--- src/core/clk_cfg_pkg.sv ---
package clk_cfg_pkg;

  // ************************************************************
  // Register offsets
  // ************************************************************
  localparam logic [7:0] OFF_RESET_ID_LOW = 8'h00;
  localparam logic [7:0] OFF_ID_HIGH = 8'h01;
  localparam logic [7:0] OFF_REVISION = 8'h02;
  localparam logic [7:0] OFF_FRAC_LOW = 8'h03;
  localparam logic [7:0] OFF_FRAC_MID = 8'h04;
  localparam logic [7:0] OFF_FRAC_HIGH = 8'h05;
  localparam logic [7:0] OFF_INT_PRE_VAL = 8'h06;
  localparam logic [7:0] OFF_DIVIDERS = 8'h07;
  localparam logic [7:0] OFF_SRC_FILL = 8'h08;

  // ************************************************************
  // Values after reset
  // ************************************************************
  localparam logic [7:0] RST_FRAC_LOW = 8'h21;
  localparam logic [7:0] RST_FRAC_MID = 8'hFD;
  localparam logic [5:0] RST_FRAC_HIGH = 6'h36;
  localparam logic [7:0] RST_INT_PRE_VAL = 8'h07;
  localparam logic [7:0] RST_DIVIDERS = 8'h16;
  localparam logic [7:0] RST_SRC_FILL = 8'h18;

  // ************************************************************
  // Field positions
  // ************************************************************
  localparam int INT_RATIO_LSB = 0;
  localparam int INPUT_HALVER_BIT = 4;
  localparam int TX_VALID_SUB0_BIT = 5;
  localparam int TX_VALID_SUB1_BIT = 6;
  localparam int TX_VALID_FORCE_BIT = 7;
  localparam int POST_DIV_LSB = 0;
  localparam int FRAC_MODE_BIT = 2;
  localparam int MASTER_DIV_BIT = 3;
  localparam int AUX_DIV_LSB = 4;
  localparam int AUX_SRC_BIT = 3;
  localparam int AUX_PIN_EN_BIT = 4;
  localparam int FILL_SEL_BIT = 5;
  localparam int IGNORE_INVALID_BIT = 6;
  localparam int MASTER_SRC_BIT = 7;

  // ************************************************************
  // Sizes
  // ************************************************************
  localparam int SAMPLE_W = 24;
  localparam int AUX_DIV_CNT_W = 3;

  typedef enum logic [1:0] {
    SW_PARK,
    SW_ON0,
    SW_ON1
  } switch_state_t;

endpackage

--- src/core/clean_clock_switch.sv ---
`timescale 1ns/100ps
module clean_clock_switch
  import clk_cfg_pkg::*;
(
  // Clock and reset
  input wire logic sys_clk,
  input wire logic rst,
  // Sources, sampled levels
  input wire logic src0,
  input wire logic src1,
  input wire logic sel,
  // Output
  output logic clk_out
);

  switch_state_t state;
  switch_state_t next_state;
  logic next_clk_out;

  // Leave a source only while it is low, join the next only while
  // it is low, so every high phase on the output is a whole one
  always_comb
  begin
    next_state = state;
    next_clk_out = 1'b0;
    case (state)
      SW_PARK:
      begin
        if (!sel && !src0)
          next_state = SW_ON0;
        else if (sel && !src1)
          next_state = SW_ON1;
      end
      SW_ON0:
      begin
        next_clk_out = src0;
        if (sel && !src0)
        begin
          next_state = SW_PARK;
          next_clk_out = 1'b0;
        end
      end
      SW_ON1:
      begin
        next_clk_out = src1;
        if (!sel && !src1)
        begin
          next_state = SW_PARK;
          next_clk_out = 1'b0;
        end
      end
      default:
        next_state = SW_PARK;
    endcase
  end

  always_ff @(posedge sys_clk or posedge rst)
  begin
    if (rst)
    begin
      state <= SW_PARK;
      clk_out <= 1'b0;
    end
    else
    begin
      state <= next_state;
      clk_out <= next_clk_out;
    end
  end

  property p_park_low;
    @(posedge sys_clk) disable iff (rst)
    (state == SW_PARK) |=> (state != SW_PARK) || !clk_out;
  endproperty
  a_park_low: assert property (p_park_low) // RL23
    else $error("switch output high while parked");

endmodule

--- src/core/pll_clock_config_regs.sv ---
// Function
// RL1: Any write to offset zero resets the whole device, data ignored.
// RL2: Offsets zero and one return the two bytes of a fixed identity code.
// RL3: Fractional ratio is one 22-bit value over offsets three to five.
// RL4: Software keeps integer ratio within 5 to 13; resets to 0111.
// RL5: Software loads required ratio values when the receiver is used.
// RL6: Input halver bit feeds PLL oscillator divided by one or two.
// RL7: Forced validity sends sub0 and sub1 bits from the register.
// RL8: Unforced validity is zero from PCM, copied when fed from receiver.
// RL9: Fraction mode bit clear uses integer ratio only; resets to one.
// RL10: Software keeps fraction mode on while receiving.
// RL11: Post divider field selects PLL output divider; resets to 10.
// RL12: In receive mode the post divider is set by the device itself.
// RL13: Master clock divider acts only when PLL clock b is selected.
// RL14: Aux divider acts only when PLL clock a is the aux source.
// RL15: Aux source bit picks PLL clock a or oscillator; resets to one.
// RL16: Aux pin enable bit tristates or drives the pin; resets to one.
// RL17: Bad input holds last valid sample or outputs zeros, by fill bit.
// RL18: Ignore-invalid bit makes the receiver disregard the invalid flag.
// RL19: Master source bit picks PLL clock b or oscillator; resets to zero.
// RL20: Only identity registers return data; the rest are write-only.
// RL21: Software writes zero into every unused register bit.
// RL22: A reset by write to offset zero restores all default values.
// RL23: Clock source changes produce no runt pulses on clock outputs.
`timescale 1ns/100ps
module pll_clock_config_regs
  import clk_cfg_pkg::*;
#(
  // Identity values are arbitrary
  parameter logic [15:0] ID_CODE = 16'h3C5A,
  parameter logic [3:0] REV_CODE = 4'h1
)
(
  // Clock and reset
  input wire logic sys_clk,
  input wire logic rst,
  // Register port
  input wire logic [7:0] reg_addr,
  input wire logic [7:0] reg_wdata,
  input wire logic reg_wr,
  input wire logic reg_rd,
  output logic [7:0] reg_rdata,
  output logic dev_reset_pulse,
  // Clock sources
  input wire logic osc_clk_a,
  input wire logic pll_clk_a,
  input wire logic pll_clk_b,
  // PLL settings
  input wire logic rx_mode,
  input wire logic [1:0] rx_auto_post_div,
  output logic pll_ref_clk,
  output logic [3:0] pll_int_ratio,
  output logic [21:0] pll_frac_ratio,
  output logic [1:0] pll_post_div,
  // Clock outputs
  output logic master_clk_out,
  output logic aux_clk_out,
  output logic aux_clk_out_oe_n,
  // Transmit validity
  input wire logic tx_from_rx,
  input wire logic tx_subframe,
  input wire logic rx_validity,
  output logic tx_validity,
  // Receiver fill
  input wire logic [SAMPLE_W-1:0] rx_sample,
  input wire logic rx_sample_stb,
  input wire logic rx_corrupt,
  input wire logic rx_invalid,
  output logic [SAMPLE_W-1:0] rx_data
);

  // ************************************************************
  // Configuration registers
  // ************************************************************
  logic [7:0] pll_frac_low;
  logic [7:0] pll_frac_mid;
  logic [5:0] pll_frac_high;
  logic [7:0] pll_int_input_halver_validity;
  logic [7:0] pll_dividers;
  logic [7:0] clock_source_fill;
  logic [7:0] next_pll_frac_low;
  logic [7:0] next_pll_frac_mid;
  logic [5:0] next_pll_frac_high;
  logic [7:0] next_pll_int_input_halver_validity;
  logic [7:0] next_pll_dividers;
  logic [7:0] next_clock_source_fill;
  logic [7:0] next_reg_rdata;
  logic next_dev_reset_pulse;
  logic soft_reset;

  assign soft_reset = reg_wr && (reg_addr == OFF_RESET_ID_LOW);

  // Unused bits are not stored, so stray ones never reach the logic
  always_comb
  begin
    next_pll_frac_low = pll_frac_low;
    next_pll_frac_mid = pll_frac_mid;
    next_pll_frac_high = pll_frac_high;
    next_pll_int_input_halver_validity = pll_int_input_halver_validity;
    next_pll_dividers = pll_dividers;
    next_clock_source_fill = clock_source_fill;
    next_dev_reset_pulse = soft_reset; // RL1
    if (soft_reset)
    begin
      next_pll_frac_low = RST_FRAC_LOW; // RL22
      next_pll_frac_mid = RST_FRAC_MID;
      next_pll_frac_high = RST_FRAC_HIGH;
      next_pll_int_input_halver_validity = RST_INT_PRE_VAL;
      next_pll_dividers = RST_DIVIDERS;
      next_clock_source_fill = RST_SRC_FILL;
    end
    else if (reg_wr)
    begin
      case (reg_addr)
        OFF_FRAC_LOW: next_pll_frac_low = reg_wdata; // RL3
        OFF_FRAC_MID: next_pll_frac_mid = reg_wdata; // RL3
        OFF_FRAC_HIGH: next_pll_frac_high = reg_wdata[5:0]; // RL3
        OFF_INT_PRE_VAL: next_pll_int_input_halver_validity = reg_wdata;
        OFF_DIVIDERS: next_pll_dividers = {2'b00, reg_wdata[5:0]};
        OFF_SRC_FILL: next_clock_source_fill = {reg_wdata[7:3], 3'b000};
        default: next_pll_frac_low = pll_frac_low;
      endcase
    end
  end

  // Read answer one cycle after the strobe; write-only reads as zero
  always_comb
  begin
    next_reg_rdata = reg_rdata;
    if (reg_rd)
    begin
      case (reg_addr)
        OFF_RESET_ID_LOW: next_reg_rdata = ID_CODE[7:0]; // RL2
        OFF_ID_HIGH: next_reg_rdata = ID_CODE[15:8]; // RL2
        OFF_REVISION: next_reg_rdata = {4'h0, REV_CODE};
        default: next_reg_rdata = 8'h00; // RL20
      endcase
    end
  end

  always_ff @(posedge sys_clk or posedge rst)
  begin
    if (rst)
    begin
      pll_frac_low <= RST_FRAC_LOW;
      pll_frac_mid <= RST_FRAC_MID;
      pll_frac_high <= RST_FRAC_HIGH;
      pll_int_input_halver_validity <= RST_INT_PRE_VAL; // RL4
      pll_dividers <= RST_DIVIDERS; // RL11
      clock_source_fill <= RST_SRC_FILL;
      reg_rdata <= 8'h00;
      dev_reset_pulse <= 1'b0;
    end
    else
    begin
      pll_frac_low <= next_pll_frac_low;
      pll_frac_mid <= next_pll_frac_mid;
      pll_frac_high <= next_pll_frac_high;
      pll_int_input_halver_validity <= next_pll_int_input_halver_validity;
      pll_dividers <= next_pll_dividers;
      clock_source_fill <= next_clock_source_fill;
      reg_rdata <= next_reg_rdata;
      dev_reset_pulse <= next_dev_reset_pulse;
    end
  end

  // ************************************************************
  // Field decode
  // ************************************************************
  logic input_halver;
  logic tx_valid_sub0;
  logic tx_valid_sub1;
  logic tx_valid_force_en;
  logic [1:0] post_div_sel;
  logic frac_mode_en;
  logic master_clk_div_sel;
  logic [1:0] aux_out_div_sel;
  logic aux_out_src_sel;
  logic aux_out_pin_en;
  logic error_fill_sel;
  logic ignore_invalid;
  logic master_clk_src_sel;

  assign input_halver = pll_int_input_halver_validity[INPUT_HALVER_BIT];
  assign tx_valid_sub0 = pll_int_input_halver_validity[TX_VALID_SUB0_BIT];
  assign tx_valid_sub1 = pll_int_input_halver_validity[TX_VALID_SUB1_BIT];
  assign tx_valid_force_en = pll_int_input_halver_validity[TX_VALID_FORCE_BIT];
  assign post_div_sel = pll_dividers[POST_DIV_LSB +: 2];
  assign frac_mode_en = pll_dividers[FRAC_MODE_BIT];
  assign master_clk_div_sel = pll_dividers[MASTER_DIV_BIT];
  assign aux_out_div_sel = pll_dividers[AUX_DIV_LSB +: 2];
  assign aux_out_src_sel = clock_source_fill[AUX_SRC_BIT];
  assign aux_out_pin_en = clock_source_fill[AUX_PIN_EN_BIT];
  assign error_fill_sel = clock_source_fill[FILL_SEL_BIT];
  assign ignore_invalid = clock_source_fill[IGNORE_INVALID_BIT];
  assign master_clk_src_sel = clock_source_fill[MASTER_SRC_BIT];

  // ************************************************************
  // PLL settings and dividers
  // ************************************************************
  logic osc_prev;
  logic osc_half;
  logic pll_a_prev;
  logic pll_b_prev;
  logic pll_b_half;
  logic [AUX_DIV_CNT_W-1:0] aux_div_cnt;
  logic next_osc_half;
  logic next_pll_b_half;
  logic [AUX_DIV_CNT_W-1:0] next_aux_div_cnt;
  logic next_pll_ref_clk;
  logic [21:0] next_pll_frac_ratio;
  logic [1:0] next_pll_post_div;
  logic aux_pll_div;
  logic master_pll_div;

  always_comb
  begin
    next_osc_half = osc_half ^ (osc_clk_a && !osc_prev);
    next_pll_b_half = pll_b_half ^ (pll_clk_b && !pll_b_prev);
    next_aux_div_cnt = aux_div_cnt;
    if (pll_clk_a && !pll_a_prev)
      next_aux_div_cnt = aux_div_cnt + 3'd1;
    next_pll_ref_clk = input_halver ? osc_half : osc_clk_a; // RL6
    next_pll_frac_ratio = 22'h000000; // RL9
    if (frac_mode_en)
      next_pll_frac_ratio = {pll_frac_high, pll_frac_mid, pll_frac_low};
    next_pll_post_div = rx_mode ? rx_auto_post_div : post_div_sel; // RL12
  end

  // Dividers only reach the pins through the source muxes below
  always_comb
  begin
    case (aux_out_div_sel) // RL14
      2'b00: aux_pll_div = pll_clk_a;
      2'b01: aux_pll_div = aux_div_cnt[0];
      2'b10: aux_pll_div = aux_div_cnt[1];
      default: aux_pll_div = aux_div_cnt[2];
    endcase
    master_pll_div = master_clk_div_sel ? pll_b_half : pll_clk_b; // RL13
  end

  always_ff @(posedge sys_clk or posedge rst)
  begin
    if (rst)
    begin
      osc_prev <= 1'b0;
      osc_half <= 1'b0;
      pll_a_prev <= 1'b0;
      pll_b_prev <= 1'b0;
      pll_b_half <= 1'b0;
      aux_div_cnt <= '0;
      pll_ref_clk <= 1'b0;
      pll_frac_ratio <= 22'h000000;
      pll_post_div <= 2'b00;
    end
    else
    begin
      osc_prev <= osc_clk_a;
      osc_half <= next_osc_half;
      pll_a_prev <= pll_clk_a;
      pll_b_prev <= pll_clk_b;
      pll_b_half <= next_pll_b_half;
      aux_div_cnt <= next_aux_div_cnt;
      pll_ref_clk <= next_pll_ref_clk;
      pll_frac_ratio <= next_pll_frac_ratio;
      pll_post_div <= next_pll_post_div;
    end
  end

  assign pll_int_ratio = pll_int_input_halver_validity[INT_RATIO_LSB +: 4];

  // ************************************************************
  // Clock outputs
  // ************************************************************
  clean_clock_switch u_master_switch (
    .sys_clk(sys_clk),
    .rst(rst),
    .src0(master_pll_div),
    .src1(osc_clk_a),
    .sel(master_clk_src_sel), // RL19
    .clk_out(master_clk_out)
  );

  clean_clock_switch u_aux_switch (
    .sys_clk(sys_clk),
    .rst(rst),
    .src0(aux_pll_div),
    .src1(osc_clk_a),
    .sel(aux_out_src_sel), // RL15
    .clk_out(aux_clk_out)
  );

  assign aux_clk_out_oe_n = !aux_out_pin_en; // RL16

  // ************************************************************
  // Transmit validity and receiver fill
  // ************************************************************
  logic next_tx_validity;
  logic [SAMPLE_W-1:0] next_rx_data;
  logic rx_bad;

  assign rx_bad = rx_corrupt || (rx_invalid && !ignore_invalid); // RL18

  always_comb
  begin
    if (tx_valid_force_en)
      next_tx_validity = tx_subframe ? tx_valid_sub1 : tx_valid_sub0; // RL7
    else
      next_tx_validity = tx_from_rx && rx_validity; // RL8
    next_rx_data = rx_data;
    if (rx_sample_stb)
    begin
      if (!rx_bad)
        next_rx_data = rx_sample;
      else if (error_fill_sel)
        next_rx_data = '0; // RL17
    end
  end

  always_ff @(posedge sys_clk or posedge rst)
  begin
    if (rst)
    begin
      tx_validity <= 1'b0;
      rx_data <= '0;
    end
    else
    begin
      tx_validity <= next_tx_validity;
      rx_data <= next_rx_data;
    end
  end

  // ************************************************************
  // Checks
  // ************************************************************
  property p_soft_reset;
    @(posedge sys_clk) disable iff (rst)
    soft_reset |=> (pll_dividers == RST_DIVIDERS)
      && (clock_source_fill == RST_SRC_FILL) && dev_reset_pulse
      && ({pll_frac_high, pll_frac_mid} == {RST_FRAC_HIGH, RST_FRAC_MID});
  endproperty
  a_soft_reset: assert property (p_soft_reset) // RL1
    else $error("write to offset zero did not restore defaults");

  property p_id_read;
    @(posedge sys_clk) disable iff (rst)
    (reg_rd && reg_addr == OFF_ID_HIGH) |=> reg_rdata == ID_CODE[15:8];
  endproperty
  a_id_read: assert property (p_id_read) // RL2
    else $error("identity high byte wrong");

  property p_wo_read;
    @(posedge sys_clk) disable iff (rst)
    (reg_rd && reg_addr > OFF_REVISION) |=> reg_rdata == 8'h00;
  endproperty
  a_wo_read: assert property (p_wo_read) // RL20
    else $error("write-only register returned data");

  property p_frac_path;
    @(posedge sys_clk) disable iff (rst)
    (reg_wr && reg_addr == OFF_FRAC_MID && frac_mode_en)
      ##1 frac_mode_en[*2]
      |-> pll_frac_ratio[15:8] == $past(reg_wdata, 2);
  endproperty
  a_frac_path: assert property (p_frac_path) // RL3
    else $error("fraction byte did not reach the PLL");

  property p_int_mode;
    @(posedge sys_clk) disable iff (rst)
    !frac_mode_en |=> pll_frac_ratio == 22'h000000;
  endproperty
  a_int_mode: assert property (p_int_mode) // RL9
    else $error("fraction used in integer mode");

  property p_rx_post_div;
    @(posedge sys_clk) disable iff (rst)
    rx_mode |=> pll_post_div == $past(rx_auto_post_div);
  endproperty
  a_rx_post_div: assert property (p_rx_post_div) // RL12
    else $error("post divider not set by device in receive mode");

  property p_force_valid;
    @(posedge sys_clk) disable iff (rst)
    (tx_valid_force_en && tx_subframe) |=> tx_validity == $past(tx_valid_sub1);
  endproperty
  a_force_valid: assert property (p_force_valid) // RL7
    else $error("forced sub1 validity not sent");

  property p_pcm_valid;
    @(posedge sys_clk) disable iff (rst)
    (!tx_valid_force_en && !tx_from_rx) |=> !tx_validity;
  endproperty
  a_pcm_valid: assert property (p_pcm_valid) // RL8
    else $error("validity not zero from PCM source");

  property p_fill_zero;
    @(posedge sys_clk) disable iff (rst)
    (rx_sample_stb && rx_bad && error_fill_sel) |=> rx_data == '0;
  endproperty
  a_fill_zero: assert property (p_fill_zero) // RL17
    else $error("bad sample not replaced by zeros");

  property p_fill_hold;
    @(posedge sys_clk) disable iff (rst)
    (rx_sample_stb && rx_corrupt && !error_fill_sel) |=> $stable(rx_data);
  endproperty
  a_fill_hold: assert property (p_fill_hold) // RL17
    else $error("bad sample did not hold last value");

  property p_ignore_invalid;
    @(posedge sys_clk) disable iff (rst)
    (rx_sample_stb && ignore_invalid && !rx_corrupt)
      |=> rx_data == $past(rx_sample);
  endproperty
  a_ignore_invalid: assert property (p_ignore_invalid) // RL18
    else $error("invalid flag not ignored");

  property p_pin_off;
    @(posedge sys_clk) disable iff (rst)
    (reg_wr && reg_addr == OFF_SRC_FILL && !reg_wdata[AUX_PIN_EN_BIT])
      |=> aux_clk_out_oe_n;
  endproperty
  a_pin_off: assert property (p_pin_off) // RL16
    else $error("aux pin driven while disabled");

endmodule

--- config.mk ---
export PLATFORM = sky130hd
export DESIGN_NAME = pll_clock_config_regs
export DESIGN_NICKNAME = d
export VERILOG_FILES = /design/src/core/clk_cfg_pkg.sv /design/src/core/clean_clock_switch.sv /design/src/core/pll_clock_config_regs.sv
export SDC_FILE = /design/constraint.sdc
export NUM_CORES = 1
export LEC_CHECK = 0
export ABC_CLOCK_PERIOD_IN_PS = 7500
export BUFFER_PORTS_ARGS = -buffer_cell sky130_fd_sc_hd__buf_2
export CORE_UTILIZATION = 46
export CTS_CLUSTER_SIZE = 14
export DETAILED_ROUTE_END_ITERATION = 6
export GPL_TIMING_DRIVEN = 1
export PLACE_DENSITY = 0.7
export RECOVER_POWER = 25
export SYNTH_ARGS = -nofsm -noshare
export SYNTH_HDL_FRONTEND = slang
export SYNTH_SLANG_ARGS = --single-unit
--- constraint.sdc ---
create_clock -name sys_clk -period 7.5 [get_ports sys_clk]
set_clock_uncertainty 0.15 [all_clocks]
set_input_delay 0.75 -clock sys_clk [delete_from_list [all_inputs] [get_ports sys_clk]]
set_output_delay 0.75 -clock sys_clk [all_outputs]
set_load 0.01 [all_outputs]
==> results.md <==
Clock network:
- The maximum buffer depth of the clock tree is 2.
- The cell chosen for the clock root is clkbuf_8.
- The number of levels the H-tree was split into is 3.
- Clock tree synthesis inserted a total of 9 buffers.
- The number of setup buffers added after CTS is 0.
- Clock-pin slew was measured on the worst setup and hold paths at 0.09 ns.
- The post-cts gate resize count is 0.
- TritonCTS built the clock tree.
- The number of sinks on the clock net is 110.
- The insertion delay of the later-clocked pin in the worst-skew pair is 0.36 ns.
- Hold repair after CTS inserted 0 buffers.

Pwr:
- The clock network is responsible for 29.7% of the overall power.
- Across the VDD grid, the largest voltage drop is 0.114 mV.
- The power density over the cells is about 260 mW/mm2.
- The analysis attributes to cell leakage a power of 2.72 nW.
- The internal power of the cells totals roughly 1 mW.
- Summed over all nets, the switching power comes to 0.372 mW.
- Per report_power, the sequential group accounts for 52.7% of the total.
- The share of total power in combinational logic is 17.6%.
- The post-layout total power is 1.39 mW.
- The proportion of total power due to net switching is 26.7%.

Setup path:
- The worst setup path is launched from a primary input.
- The kind of critical path is primary input to async pin.
- The slowest stage of the critical path is the clkinvlp_2 cell.
- The nature of the critical path endpoint is an async pin.
- The critical-path maximum fanout is 59.
- Walking the worst path, the cells encountered are buf_2 > clkinvlp_2 > buf_4.
- The critical path data arrival time is 2.89 ns.
- In this design, the stage delay of the slowest critical-path cell is ~1.2 ns.
- The required time of the critical path is about 7.8 ns.

Layout:
- Leaving out fill and tap cells, the most frequent cells in the layout are 116 x buf_2, 89 x dfrtp_1, 41 x nand2_1.
- In the final layout, the share of cells above drive strength 1 is 33.9%.
- Fill cells in the final layout number 822.
- The area taken by flip-flops and latches is 0.00278 mm2.
- In the final layout, the multi-input gates occupy between 0.0015 and 0.002 mm2.
- The repair_antennas step left the layout with diodes totalling 0.
- The commonest non-fill, non-tap cell in the layout is buf_2.
- The final net count is 557.
- The filler-free cell count of the finished design is 628.
- The area added between synthesis and finish is 18.9%.

Placement:
- At the placement stage, the worst setup path has a slack of 4.84 ns.
- The number of I/O port buffers is 120.
- The HPWL after detailed placement is 6.95 mm.
- The congestion estimate from routability-driven global placement came to 0.758.
- The post-placement cell count is 612.

Detailed routing:
- In the routed design, unresolved DRC markers number 0.
- The average vias per placed instance is 5.14.
- The detailed router finished its first iteration with 98 violations.
- In this run the remaining antenna-violating nets after routing total 0.
- The via count is ~3200.
- The first detailed-routing pass ran for 4 iterations.
- Dividing the detail-routed wire length by the instance count gives 15.4 um.
- The routed design has between 9 and 10 mm of wire.

Timing:
- The worst path setup slack after routing is 4.87 ns.
- Setup violations remaining at the end of the flow were counted as 0.
- The final critical path takes up 35.0% of the cycle.
- The final hold violation count came to 0.
- The tightest hold path in the finished design has a slack of around 0.33 ns.
- Counting I/O delays and the setup requirement, the final critical path takes 2.63 ns.
- The slew at the pin closest to its max-slew limit is 2.14 ns.
- Setup repair after global routing left no endpoint under its margin.
- The upper clock frequency limit is about 380 MHz.
- The worst slew margin relative to its limit is -43.3%.
- The number of max-slew violations in the final report came to 53.
- Setup total negative slack on the finished layout was measured at 0 ns.

Synthesis:
- The most used flip-flop cell after synthesis is dfrtp_1.
- The number of enable-type register cells in the synthesized netlist is 0.
- The count of yosys warnings during synthesis is 0.
- The share of async-settable or async-resettable flops after synthesis is 100%.
- The cell count after synthesis came out at 383.
- When the netlist entered floorplanning its net count stood at 446.
- The mapped cell area is 0.00453 mm2.
- The flop and latch count out of synthesis is between 100 and 150.
- The part of the Yosys area used for sequential elements is 61.3%.
- The count of different cell masters after synthesis is between 40 and 50.
- The per-instance average area after synthesis is 11.8 um2.

GRT:
- Global routing consumed, over all layers together, 19.6% of the routing resources.
- The via count of the first global-routing pass came to 3205.
- The busiest metal layer after global routing is met2.
- The remaining global-route overflow is 0.
- For this run, global-route usage on met2 was measured as 32.5%.
- The maximum number of pins on one net before global-route repair is 60.
- The first global-routing pass estimated around 15 mm of wire.
- The met3 track utilization from global routing is 5.24%.
- Global routing used 26.2% of the available met1 tracks.
- The initial antenna violation count was 0.

Floorplanning:
- The height of the die is 101 um.
- The site row count is 35.
- The top-level I/O count is around 120.
- The core region is 0.00937 mm2.
- The width of the die is 101 um.
- The die covers 0.0103 mm2.
- Once the floorplan was initialized, standard cells occupied 48.4% of the core.

Hold path:
- The path category of the worst min-delay check is flip-flop to flip-flop.

Run status:
- The run finished, with violations left.
- The checks that failed: max-capacitance violations, max-slew violations.

Run:
- The number of max-capacitance violations reported is 1.
## final timing paths
| path | startpoint | slack [ns] | end | cells after the start |
|---|---|---|---|---|
| min in group asynchronous | rst | 0.79 | rx_data[13]$_DFFE_PP0P_ | 2 |
| worst min register to register | osc_half$_DFF_PP0_ | 0.33 | osc_half$_DFF_PP0_ | 1 |
| max in group sys_clk | reg_addr[4] | 5.19 | clock_source_fill[4]$_DFFE_PP1P_ | 6 |
| worst max-delay path | rst | 4.87 | pll_int_input_halver_validity[3]$_DFFE_PP0P_ | 3 |
| worst max register to register | u_aux_switch.state[0]$_DFFE_PP0P_ | 5.73 | u_aux_switch.state[1]$_DFFE_PP0P_ | 5 |
| worst min-delay path | osc_half$_DFF_PP0_ | 0.33 | osc_half$_DFF_PP0_ | 1 |
## cells by family after synthesis
family	count (synthesis)	share of synthesized area, %
flip-flops	110	61.3
multiplexers	15	3.89
buffers and inverters	36	4.47
AND/OR/NAND/NOR	122	14.4
XOR/XNOR	6	1.16
AO/OA/AOI/OAI	86	12.8
other	1	0.0827
adder cells (fa/ha/maj)	7	1.93
## metal layers
layer,up-vias,wire length [um]
met5,-,0
met4,0,82
met3,7,671
met2,152,4370
met1,1523,4560
li1,1546,-
## cell usage after synthesis (all sizes together) (2+ instances only)
cell	number	share of area [%]
a211oi	5	0.83
a21boi	3	0.50
a21oi	15	1.7
a22o	26	5.0
and2	23	3.2
buf	19	3.1
clkbuf	4	0.33
dfrtp	89	49
dfstp	21	12
ha	7	1.9
inv	12	0.99
mux2	8	2.0
mux2i	6	1.3
nand2	41	3.4
nand2b	3	0.41
nand3	13	1.7
nand4	5	0.83
nor2	22	1.8
nor2b	5	0.69
nor3	2	0.44
nor3b	2	0.69
o21ai	29	3.2
o311ai	2	0.39
o32a	2	0.44
xnor2	5	0.97
## critical path: cells and delay by family
kind,cells,cell delay (ns)
buf+inv,3,2.09
## metrics by stage
| step | cell area (um2) | util [%] |
|---|---|---|
| after global placement | 5170 | 55.1 |
| after CTS | 5400 | 57.6 |
| after global routing | 5390 | 57.5 |
| final | 5390 | 57.5 |
| after detailed placement | 5170 | 55.1 |
| after floorplan | 4530 | - |
## flip-flops by register name, indices dropped and copies added (netlist names), 3 cells and up
register / flops
clock_source_fill: 5
reg_rdata: 4
pll_frac_mid: 8
pll_frac_ratio: 22
aux_div_cnt: 3
rx_data: 24
pll_dividers: 6
pll_frac_high: 6
pll_int_input_halver_validity: 8
pll_frac_low: 8
## cell type report
cell class	instances	area share (%)
timing repair buffer	123	11.5
multi-input combinational	237	28.8
sequential	110	51.5
clock buffer	11	2.44
inverter	13	0.928
tap	129	2.99
clock inverter	5	1.86
## power by group through the flow
stage	Sequential (mW)	Combinational (mW)	Clock [mW]
2_1_floorplan	0.744	0.151	0
3_3_place_gp	0.740	0.237	0
6_report	0.733	0.244	0.413
3_5_place_dp	0.744	0.245	0
4_1_cts	0.733	0.247	0.420
5_1_grt	0.742	0.273	0.445
(Power assumes the default switching activity.)
